<file path="config.mk">
export PLATFORM = sky130hd
export DESIGN_NAME = sdev_status
export DESIGN_NICKNAME = d
export VERILOG_FILES = /design/src/pkg/sdev_pkg.sv /design/src/verilog/sdev_sync.sv /design/src/verilog/sdev_status.sv
export SDC_FILE = /design/constraint.sdc
export NUM_CORES = 1
export LEC_CHECK = 0
export BUFFER_PORTS_ARGS = -buffer_cell sky130_fd_sc_hd__buf_2
export CAP_MARGIN = 20
export CORE_ASPECT_RATIO = 0.7
export CORE_UTILIZATION = 37
export CTS_CLUSTER_DIAMETER = 150
export DETAILED_ROUTE_END_ITERATION = 16
export SYNTH_ARGS = -nofsm -noshare
export SYNTH_HDL_FRONTEND = slang
export SYNTH_HIERARCHICAL = 1
export SYNTH_SLANG_ARGS = --single-unit
</file>
<file path="constraint.sdc">
create_clock -name i_mclk -period 2.7 [get_ports i_mclk]
set_input_delay 0.135 -clock i_mclk [delete_from_list [all_inputs] [get_ports i_mclk]]
set_output_delay 0.135 -clock i_mclk [all_outputs]
set_load 0.01 [all_outputs]
</file>
<file path="src/pkg/sdev_pkg.sv">
// Purpose: Constants and carrier types of the card event status flag bank
// Assumes: 32-bit Avalon-MM slave with byte addresses, one word per register
// Notes: Flag positions follow the status word layout; bit 8 and bits 31-13 read zero
package sdev_pkg;
  localparam logic [7:0]  ADDR_CTL      = 8'h00;
  localparam logic [7:0]  ADDR_STAT     = 8'h08;
  localparam logic [7:0]  ADDR_MASK     = 8'h0c;
  localparam logic [7:0]  ADDR_LEN      = 8'h10;
  localparam logic [7:0]  ADDR_RXD      = 8'h28;
  localparam logic [7:0]  ADDR_TXD      = 8'h2c;
  localparam logic [7:0]  ADDR_CMD      = 8'h30;

  localparam int          CTL_DPRST_BIT = 0;
  localparam int          CTL_EDGE_LSB  = 6;
  localparam logic        CTL_DPRST_RST = 1'b0;
  localparam logic [1:0]  CTL_EDGE_RST  = 2'h0;

  localparam int          CMD_XFER_BIT  = 0;
  localparam int          CMD_BSY_BIT   = 1;
  localparam int          CMD_DATA_CLEAR_ON_COMMAND_BIT  = 2;
  localparam int          CMD_W         = 3;

  localparam int          FLAGS_W       = 13;
  localparam int          FLG_TRN       = 12;
  localparam int          FLG_EDGE      = 11;
  localparam int          FLG_RX        = 10;
  localparam int          FLG_TX        = 9;
  localparam int          FLG_RCRC      = 7;
  localparam int          FLG_DCRC      = 6;
  localparam int          FLG_WCRC      = 5;
  localparam int          FLG_RTO       = 4;
  localparam int          FLG_DTO       = 3;
  localparam int          FLG_RSP       = 2;
  localparam int          FLG_BSY       = 1;
  localparam int          FLG_DAT       = 0;
  localparam logic [12:0] FLAGS_RST     = 13'h0200;
  localparam logic [12:0] FLAGS_IMPL    = 13'h1eff;
  localparam logic [12:0] FLAGS_COR     = 13'h18ff;
  localparam logic [12:0] MASK_RST      = 13'h0000;

  localparam logic [7:0]  BUSY_WAIT_CLKS = 8'h40;

  typedef enum logic [1:0] {
    ST_IDLE = 2'b00,
    ST_XFER = 2'b01,
    ST_HOLD = 2'b11,
    ST_PROG = 2'b10
  } sdev_dstate_t;

  typedef struct packed {
    logic rsp_ok;
    logic no_rsp_sent;
    logic cmd_end;
    logic rsp_crc;
    logic rd_crc;
    logic wr_crc;
    logic rsp_to;
    logic rd_to;
    logic byte_moved;
    logic crc_prog_done;
    logic rx_valid;
    logic tx_load;
    logic tx_sent;
  } sdev_evt_t;

  typedef struct packed {
    logic active;
    logic pause;
    logic in_reset;
    logic busy_watch;
  } sdev_dp_t;
endpackage

</file>
<file path="src/verilog/sdev_sync.sv">
`timescale 1ns/1ps
// Purpose: Two-stage synchroniser for pin levels
// Assumes: Inputs are asynchronous to i_mclk
// Notes: Only the second stage leaves the module
module sdev_sync #(
  parameter int W = 3
) (
  input  wire logic         i_mclk,
  input  wire logic         i_srst,
  input  wire logic [W-1:0] i_async,
  output logic      [W-1:0] o_sync
);
  typedef struct packed {
    logic [W-1:0] meta;
    logic [W-1:0] sync;
  } sdev_sync_st_t;

  sdev_sync_st_t q;
  sdev_sync_st_t d;

  always_comb begin
    d      = q;
    d.meta = i_async;
    d.sync = q.meta;
  end

  always_ff @(posedge i_mclk) begin
    if (i_srst) begin
      q <= '0;
    end else begin
      q <= d;
    end
  end

  assign o_sync = q.sync;
endmodule

</file>
<file path="src/verilog/sdev_status.sv">
`timescale 1ns/1ps
// Purpose: Event and status flag bank of a memory card host controller
// Assumes: Event strobes arrive on i_mclk; card clock and DAT pins are asynchronous
// Notes: Every access takes one wait cycle; read data is latched before the answer
module sdev_status #(
  parameter int         LEN_W     = 16,
  parameter logic [7:0] BUSY_WAIT = sdev_pkg::BUSY_WAIT_CLKS
) (
  input  wire logic                       i_mclk,
  input  wire logic                       i_srst,
  input  wire logic [7:0]                 i_avs_address,
  input  wire logic                       i_avs_read,
  input  wire logic                       i_avs_write,
  input  wire logic [31:0]                i_avs_writedata,
  input  wire logic [3:0]                 i_avs_byteenable,
  output logic      [31:0]                o_avs_readdata,
  output logic                            o_avs_waitrequest,
  input  wire logic                       i_card_clk,
  input  wire logic                       i_dat3_pin,
  input  wire logic                       i_dat0_pin,
  input  wire sdev_pkg::sdev_evt_t        i_evt,
  input  wire logic [31:0]                i_rx_word,
  output logic      [31:0]                o_tx_word,
  output logic                            o_cmd_start,
  output logic      [sdev_pkg::CMD_W-1:0] o_cmd_bits,
  output sdev_pkg::sdev_dp_t              o_dp,
  output logic      [31:0]                o_status,
  output logic                            o_irq_req
);
  typedef struct packed {
    sdev_pkg::sdev_dstate_t         st;
    logic [sdev_pkg::FLAGS_W-1:0]   flags;
    logic [sdev_pkg::FLAGS_W-1:0]   mask;
    logic                           dp_rst;
    logic [1:0]                     edge_sel;
    logic [LEN_W-1:0]               len;
    logic [LEN_W-1:0]               cnt;
    logic [31:0]                    rxd;
    logic [31:0]                    txd;
    logic [31:0]                    rdata;
    logic                           ack;
    logic [sdev_pkg::CMD_W-1:0]     cmdw;
    logic                           cmd_start;
    logic                           hold_bsy;
    logic                           bexp;
    logic                           bw;
    logic                           bseen;
    logic [7:0]                     bcnt;
    logic                           prev_clk;
    logic                           prev_dat3;
    logic                           irq;
  } sdev_st_t;

  sdev_st_t                     q;
  sdev_st_t                     d;
  logic [2:0]                   pin_s;
  logic                         req;
  logic                         wr_fin;
  logic                         rd_fin;
  logic                         cmd_wr;
  logic                         data_clear_on_command;
  logic                         clk_rise;
  logic [31:0]                  w;
  logic [sdev_pkg::FLAGS_W-1:0] set;
  logic [sdev_pkg::FLAGS_W-1:0] clr;

  // Byte lanes of a write replace only the enabled bytes
  function automatic logic [31:0] lane_merge(input logic [31:0] old,
                                             input logic [31:0] nw,
                                             input logic [3:0]  be);
    logic [31:0] r;
    r = old;
    for (int i = 0; i < 4; i++) begin
      if (be[i]) begin
        r[8*i +: 8] = nw[8*i +: 8];
      end
    end
    return r;
  endfunction

  function automatic logic [31:0] ctl_word(input logic       rst,
                                           input logic [1:0] sel);
    logic [31:0] r;
    r = '0;
    r[sdev_pkg::CTL_DPRST_BIT] = rst;
    r[sdev_pkg::CTL_EDGE_LSB +: 2] = sel;
    return r;
  endfunction

  // Pin order: card clock, DAT3, DAT0
  sdev_sync #(
    .W (3)
  ) u_pin_sync (
    .i_mclk  (i_mclk),
    .i_srst  (i_srst),
    .i_async ({i_dat0_pin, i_dat3_pin, i_card_clk}),
    .o_sync  (pin_s)
  );

  always_comb begin
    d           = q;
    w           = '0;
    set         = '0;
    clr         = '0;
    req         = i_avs_read | i_avs_write;
    wr_fin      = i_avs_write & q.ack;
    rd_fin      = i_avs_read & q.ack;
    cmd_wr      = wr_fin & (i_avs_address == sdev_pkg::ADDR_CMD);
    data_clear_on_command        = cmd_wr & i_avs_byteenable[0] & i_avs_writedata[sdev_pkg::CMD_DATA_CLEAR_ON_COMMAND_BIT];
    clk_rise    = pin_s[0] & ~q.prev_clk;
    d.ack       = req & ~q.ack;
    d.prev_clk  = pin_s[0];
    d.prev_dat3 = pin_s[1];
    d.cmd_start = 1'b0;

    // Unmapped addresses read zero; reserved bits are never stored
    if (i_avs_read & ~q.ack) begin
      case (i_avs_address)
        sdev_pkg::ADDR_CTL:  d.rdata = ctl_word(q.dp_rst, q.edge_sel);
        sdev_pkg::ADDR_STAT: d.rdata = {19'h0, q.flags};
        sdev_pkg::ADDR_MASK: d.rdata = {19'h0, q.mask};
        sdev_pkg::ADDR_LEN:  d.rdata = 32'(q.len);
        sdev_pkg::ADDR_RXD:  d.rdata = q.rxd;
        sdev_pkg::ADDR_TXD:  d.rdata = q.txd;
        sdev_pkg::ADDR_CMD:  d.rdata = 32'(q.cmdw);
        default:             d.rdata = '0;
      endcase
    end

    if (wr_fin) begin
      case (i_avs_address)
        sdev_pkg::ADDR_CTL: begin
          w          = lane_merge(ctl_word(q.dp_rst, q.edge_sel), i_avs_writedata,
                                  i_avs_byteenable);
          d.dp_rst   = w[sdev_pkg::CTL_DPRST_BIT];
          d.edge_sel = w[sdev_pkg::CTL_EDGE_LSB +: 2];
        end
        sdev_pkg::ADDR_MASK: begin
          w      = lane_merge({19'h0, q.mask}, i_avs_writedata, i_avs_byteenable);
          d.mask = w[sdev_pkg::FLAGS_W-1:0] & sdev_pkg::FLAGS_IMPL;
        end
        sdev_pkg::ADDR_LEN: begin
          w     = lane_merge(32'(q.len), i_avs_writedata, i_avs_byteenable);
          d.len = w[LEN_W-1:0];
        end
        sdev_pkg::ADDR_TXD: begin
          d.txd = lane_merge(q.txd, i_avs_writedata, i_avs_byteenable);
        end
        sdev_pkg::ADDR_CMD: begin
          w      = lane_merge(32'(q.cmdw), i_avs_writedata, i_avs_byteenable);
          d.cmdw = w[sdev_pkg::CMD_W-1:0];
        end
        default: begin
          w = '0;
        end
      endcase
    end

    // Command path never waits on the data path
    if (cmd_wr) begin
      d.cmd_start = 1'b1;
      d.bexp      = w[sdev_pkg::CMD_BSY_BIT];
    end

    unique case (q.st)
      sdev_pkg::ST_IDLE: begin
        if (cmd_wr && w[sdev_pkg::CMD_XFER_BIT]) begin
          if (q.len == '0) begin
            set[sdev_pkg::FLG_TRN] = 1'b1;
            d.st = sdev_pkg::ST_PROG;
          end else begin
            d.cnt = q.len;
            d.st  = sdev_pkg::ST_XFER;
          end
        end
      end
      sdev_pkg::ST_XFER: begin
        if (cmd_wr) begin
          d.hold_bsy = w[sdev_pkg::CMD_BSY_BIT];
          d.st       = sdev_pkg::ST_HOLD;
        end else if (i_evt.byte_moved) begin
          d.cnt = q.cnt - 1'b1;
          if (q.cnt == LEN_W'(1)) begin
            set[sdev_pkg::FLG_TRN] = 1'b1;
            d.st = sdev_pkg::ST_PROG;
          end
        end
      end
      sdev_pkg::ST_HOLD: begin
        // Only a busy-expected command ends the block early
        if (i_evt.cmd_end) begin
          d.st = q.hold_bsy ? sdev_pkg::ST_IDLE : sdev_pkg::ST_XFER;
        end
      end
      sdev_pkg::ST_PROG: begin
        if (i_evt.crc_prog_done) begin
          set[sdev_pkg::FLG_DAT] = 1'b1;
          d.st = sdev_pkg::ST_IDLE;
        end
      end
    endcase

    // Busy watch starts when a busy-expected command completes
    if (i_evt.cmd_end && q.bexp) begin
      d.bexp  = 1'b0;
      d.bw    = 1'b1;
      d.bseen = 1'b0;
      d.bcnt  = '0;
    end else if (q.bw && clk_rise) begin
      if (!pin_s[2]) begin
        d.bseen = 1'b1;
      end else if (q.bseen || q.bcnt == BUSY_WAIT - 8'h01) begin
        set[sdev_pkg::FLG_BSY] = 1'b1;
        d.bw = 1'b0;
      end else begin
        d.bcnt = q.bcnt + 8'h01;
      end
    end

    if (q.dp_rst) begin
      d.st = sdev_pkg::ST_IDLE;
      d.cnt = '0;
      d.bw = 1'b0;
    end

    // Card detect
    if ((q.edge_sel[0] && pin_s[1] && !q.prev_dat3) ||
        (q.edge_sel[1] && !pin_s[1] && q.prev_dat3)) begin
      set[sdev_pkg::FLG_EDGE] = 1'b1;
    end

    set[sdev_pkg::FLG_RSP]  = i_evt.rsp_ok | i_evt.no_rsp_sent;
    set[sdev_pkg::FLG_RCRC] = i_evt.rsp_crc;
    set[sdev_pkg::FLG_DCRC] = i_evt.rd_crc;
    set[sdev_pkg::FLG_WCRC] = i_evt.wr_crc;
    set[sdev_pkg::FLG_RTO]  = i_evt.rsp_to;
    set[sdev_pkg::FLG_DTO]  = i_evt.rd_to;

    if (i_evt.rx_valid) begin
      d.rxd = i_rx_word;
      set[sdev_pkg::FLG_RX] = 1'b1;
    end
    clr[sdev_pkg::FLG_RX] = q.dp_rst | data_clear_on_command |
                            (rd_fin & (i_avs_address == sdev_pkg::ADDR_RXD));

    set[sdev_pkg::FLG_TX] = q.dp_rst | data_clear_on_command | i_evt.tx_sent |
                            (wr_fin & (i_avs_address == sdev_pkg::ADDR_TXD));
    clr[sdev_pkg::FLG_TX] = i_evt.tx_load;

    // Only bits already returned are cleared, so a fresh event is never lost
    if (rd_fin && i_avs_address == sdev_pkg::ADDR_STAT) begin
      clr = clr | (q.rdata[sdev_pkg::FLAGS_W-1:0] & sdev_pkg::FLAGS_COR);
    end

    d.flags = ((q.flags & ~clr) | set) & sdev_pkg::FLAGS_IMPL;
    if (d.st != sdev_pkg::ST_IDLE) begin
      d.flags[sdev_pkg::FLG_DAT] = 1'b0;
    end
    d.irq = |(d.flags & ~q.flags & q.mask);
  end

  always_ff @(posedge i_mclk) begin
    if (i_srst) begin
      q           <= '0;
      q.st        <= sdev_pkg::ST_IDLE;
      q.flags     <= sdev_pkg::FLAGS_RST;
      q.mask      <= sdev_pkg::MASK_RST;
      q.dp_rst    <= sdev_pkg::CTL_DPRST_RST;
      q.edge_sel  <= sdev_pkg::CTL_EDGE_RST;
    end else begin
      q <= d;
    end
  end

  assign o_avs_waitrequest = req & ~q.ack;
  assign o_avs_readdata    = q.rdata;
  assign o_tx_word         = q.txd;
  assign o_cmd_start       = q.cmd_start;
  assign o_cmd_bits        = q.cmdw;
  assign o_status          = {19'h0, q.flags};
  assign o_irq_req         = q.irq;
  // One driver for the whole carrier
  assign o_dp              = '{active:     q.st != sdev_pkg::ST_IDLE,
                               pause:      q.st == sdev_pkg::ST_HOLD,
                               in_reset:   q.dp_rst,
                               busy_watch: q.bw};
endmodule

</file>
==> results.md <==
- Row count: 46
- I/O Buffers: between 150 and 200
- Global-route wire length before repair: 42730 um
- Post-route ant nets: 0
- Worst Path Required: around 3.0 ns
- Cell variety after synth: 71
- Worst slew pin tran: 0.7673 ns
- Boundary pin count: 202
- Vias in the first global route: 7493
- Num CTS Buffers: 17
- WS Path Type: reg2reg
- Max Fclk: 0.4086 GHz
- Critical Path End Type: flop
- Via-per-instance ratio: between 5 and 6
- Crit Path Max Fanout: 11
- Synth Flop Type: dfxtp_1
- Placed cell count: 1386
- Post-synthesis cell count: 994
- Die area: 24490 um^2
- Filler Cells Inserted: 2255
- Post-synth EDFFs: 0
- Cell area after synthesis: 8827 um^2
- Clk root buf: clkbuf_16
- Final setup violation count: 0
- Crit path max-delay family: simple AND/OR/NAND/NOR gates
- Largest net degree at the start of global routing: 42
- Slowest library cell on the worst path: o41a_1
- Number of synthesis warnings: 6
- TNS Setup: 0 ns
- Core ar.: 23020 um^2
- Max-slew violation count: 0
- Total track usage: 22.17%
- Pwr/cell area: between 500 and 600 nW/um^2
- CTS clk-pin slew, worst paths: 0.07 ns
- Worst setup SP type: flop
- Commonest non-fill, non-tap cell in the layout: dfxtp_1
- FF-to-FF path depth: 5
- Initial Util: 38.34%
- Crit share post-route: approximately nine tenths
- DP Wirelength: around 20000 um
- Die span in y: 131.2 um
- Multi-input gate area: 4189 um^2
- Area Growth Syn to Fin: 22.11%
- Yosys top cell area share: 41.50%
- Flop2flop setup slack: 0.25 ns
- Max IR drop VDD: approximately 420 uV
- Synth top area cells: dfxtp_1, mux2i_1, buf_4
- Clk Latency, worst-skew pair: 0.43 ns
- Largest area contributor in the netlist: dfxtp_1
- Placer Congestion: 0.8737
- Final WL: 27200 um
- Storage cell area: 3664 um^2
- Most frequent cells in the layout: dfxtp_1, buf_2, nor2_1, mux2i_1, dlygate4sd3_1
- Worst slew margin: 48.66%
- Initial antenna violation count: 3
- Clk sinks: 183
- Outcome: completed
- WP buf/inv: 0
- Post-CTS sizing: 0
- Async set-reset flop share out of synthesis: 0%
- DR pass1 iterations: 6
- Reg2reg end: q[120]$_SDFFE_PP0P_
- Wire length per cell: 18.30 um
- Cell Chain, Critical Path: nor4_1 > and4_1 > o41a_1 > nor2_1 > a32o_1
- Fin. Hold Viols: 0
- # DRC: 0
- Static Leakage: 4.714 nW
- Vias: 7912
- Fin nets: 1260
- Clock skew: 0.01039 ns
- Cell count along the critical path: 5
- Worst hold path class: in2reg
- CP endpoint: q[120]$_SDFFE_PP0P_
- WP data arrival: 2.78 ns
- Max stage delay on crit path: 0.52 ns
- Share of cells above drive strength 1: 23.29%
- Mapped Avg Cell Area: 8.880 um^2
- R2r startpoint: q[147]$_SDFFE_PP0P_
- Iteration-0 DRC Markers: 793
- Minimum clock period: 2.448 ns
- CTS tree: done
- GRT overflow: 0
- Seq/Total Area, Yosys: 41.50%
- Final std cells w/o fill: approximately 1500
- Clock Path Buffers: 2
- H-tree levels: 4
- Synthesis-stage register bit count: ~180
- Die width: between 150 and 200 um
- Crit path from: q[147]$_SDFFE_PP0P_
- RSZ-0062 raised after global routing: false
- Max_cap viols: 0
- Fin Hold WS: between 0.015 and 0.02 ns
## what timing repair did
| action | CTS | global route |
|---|---|---|
| hold buffers | 67 | 0 |
| setup buffers | 0 | 0 |
| hold endpoints to repair | 78 | 0 |
## routing by layer
layer | up-vias | part of all wire (%) | track usage (%)
met5 | - | 0 | 0
met4 | 0 | 1.2 | 5.100
met3 | 24 | 9.4 | 5.956
met2 | 325 | 41 | 30.66
met1 | 3761 | 49 | 33.48
li1 | 3802 | - | -
## layout make-up
class,instances,share of cell area [%]
clock inverters,12,1.207
flip-flops and latches,183,33.99
multi-input cells,654,38.86
well taps,312,3.622
clock buffers,18,4.074
repair buffers,293,17.78
diodes,2,0.04643
inverters,12,0.4179
## power breakdown
group / total (mW) / internal (mW) / switching, mW / leakage (nW)
combinational: 0.500 / 0.227 / 0.273 / 2.96
sequential: 2.81 / 2.77 / 0.0427 / 1.49
clock: 2.46 / 1.38 / 1.08 / 0.266
total: 5.77 / 4.37 / 1.40 / 4.71
## through the flow
stage / worst slack (ns) / power [mW] / instance area (um^2) / util, %
3_3_place_gp: 0.1767 / 3.284 / 9527 / 41.38
6_report: 0.2525 / 5.767 / 10780 / 46.82
3_5_place_dp: 0.1358 / 3.288 / 9527 / 41.38
2_1_floorplan: 0.3624 / 3.148 / 8899 / -
4_1_cts: 0.4176 / 5.805 / 10770 / 46.77
5_1_grt: 0.2845 / 5.972 / 10780 / 46.82
## cell families after synthesis
kind of cell	share of synthesized area (%)
mux	10.93
buf+inv	12.01
flops	41.50
fa+ha+maj	0.4253
simple gates	19.08
other cells	0.04248
xor+xnor	0.6946
compound gates	15.32
## synthesized netlist by cell type (all sizes together) (4+ instances only)
| cell | number |
|---|---|
| nor3b | 4 |
| nand4 | 11 |
| nand2 | 45 |
| nor4 | 14 |
| a22o | 11 |
| a221oi | 18 |
| o21ai | 27 |
| nand2b | 6 |
| mux2i | 93 |
| and3 | 7 |
| and4 | 6 |
| a22oi | 13 |
| o31ai | 8 |
| o311ai | 9 |
| clkbuf | 50 |
| inv | 12 |
| or3 | 5 |
| a31oi | 9 |
| a21boi | 4 |
| nand3 | 21 |
| a222oi | 11 |
| a211oi | 8 |
| nor2b | 21 |
| xor2 | 6 |
| buf | 114 |
| nor2 | 148 |
| dfxtp | 183 |
| a21oi | 37 |
| nor3 | 31 |
| and2 | 6 |
## sequential cells by signal, summed over array words and instances, names as in the netlist
name               cells
q                     94
o_avs_readdata        32
o_tx_word             32
o_status              12
o_cmd_bits             3
u_pin_sync/d           3
u_pin_sync/o_sync      3
o_dp                   2
o_cmd_start            1
o_irq_req              1
## worst min path at each step
stage                       start                    endpoint  slack [ns]  depth (start not counted)
2_1_floorplan              i_srst  u_pin_sync/d[0]$_SDFF_PP0_        0.21                          1
3_3_place_gp           i_card_clk  u_pin_sync/d[0]$_SDFF_PP0_        0.35                          2
3_5_place_dp           i_card_clk  u_pin_sync/d[0]$_SDFF_PP0_        0.35                          2
4_1_cts        i_avs_writedata[9]   o_tx_word[9]$_SDFFE_PP0P_       0.002                          3
5_1_grt        i_avs_writedata[6]         q[157]$_SDFFE_PP0P_       0.005                          3
6_report       i_avs_writedata[6]         q[157]$_SDFFE_PP0P_        0.02                          3
## tightest hold or removal path, stage by stage
cell	delay (ns)
buf_2	0.14
nand3_1	0.07
a21oi_1	0.05
Power figures use the tool's default switching activity.
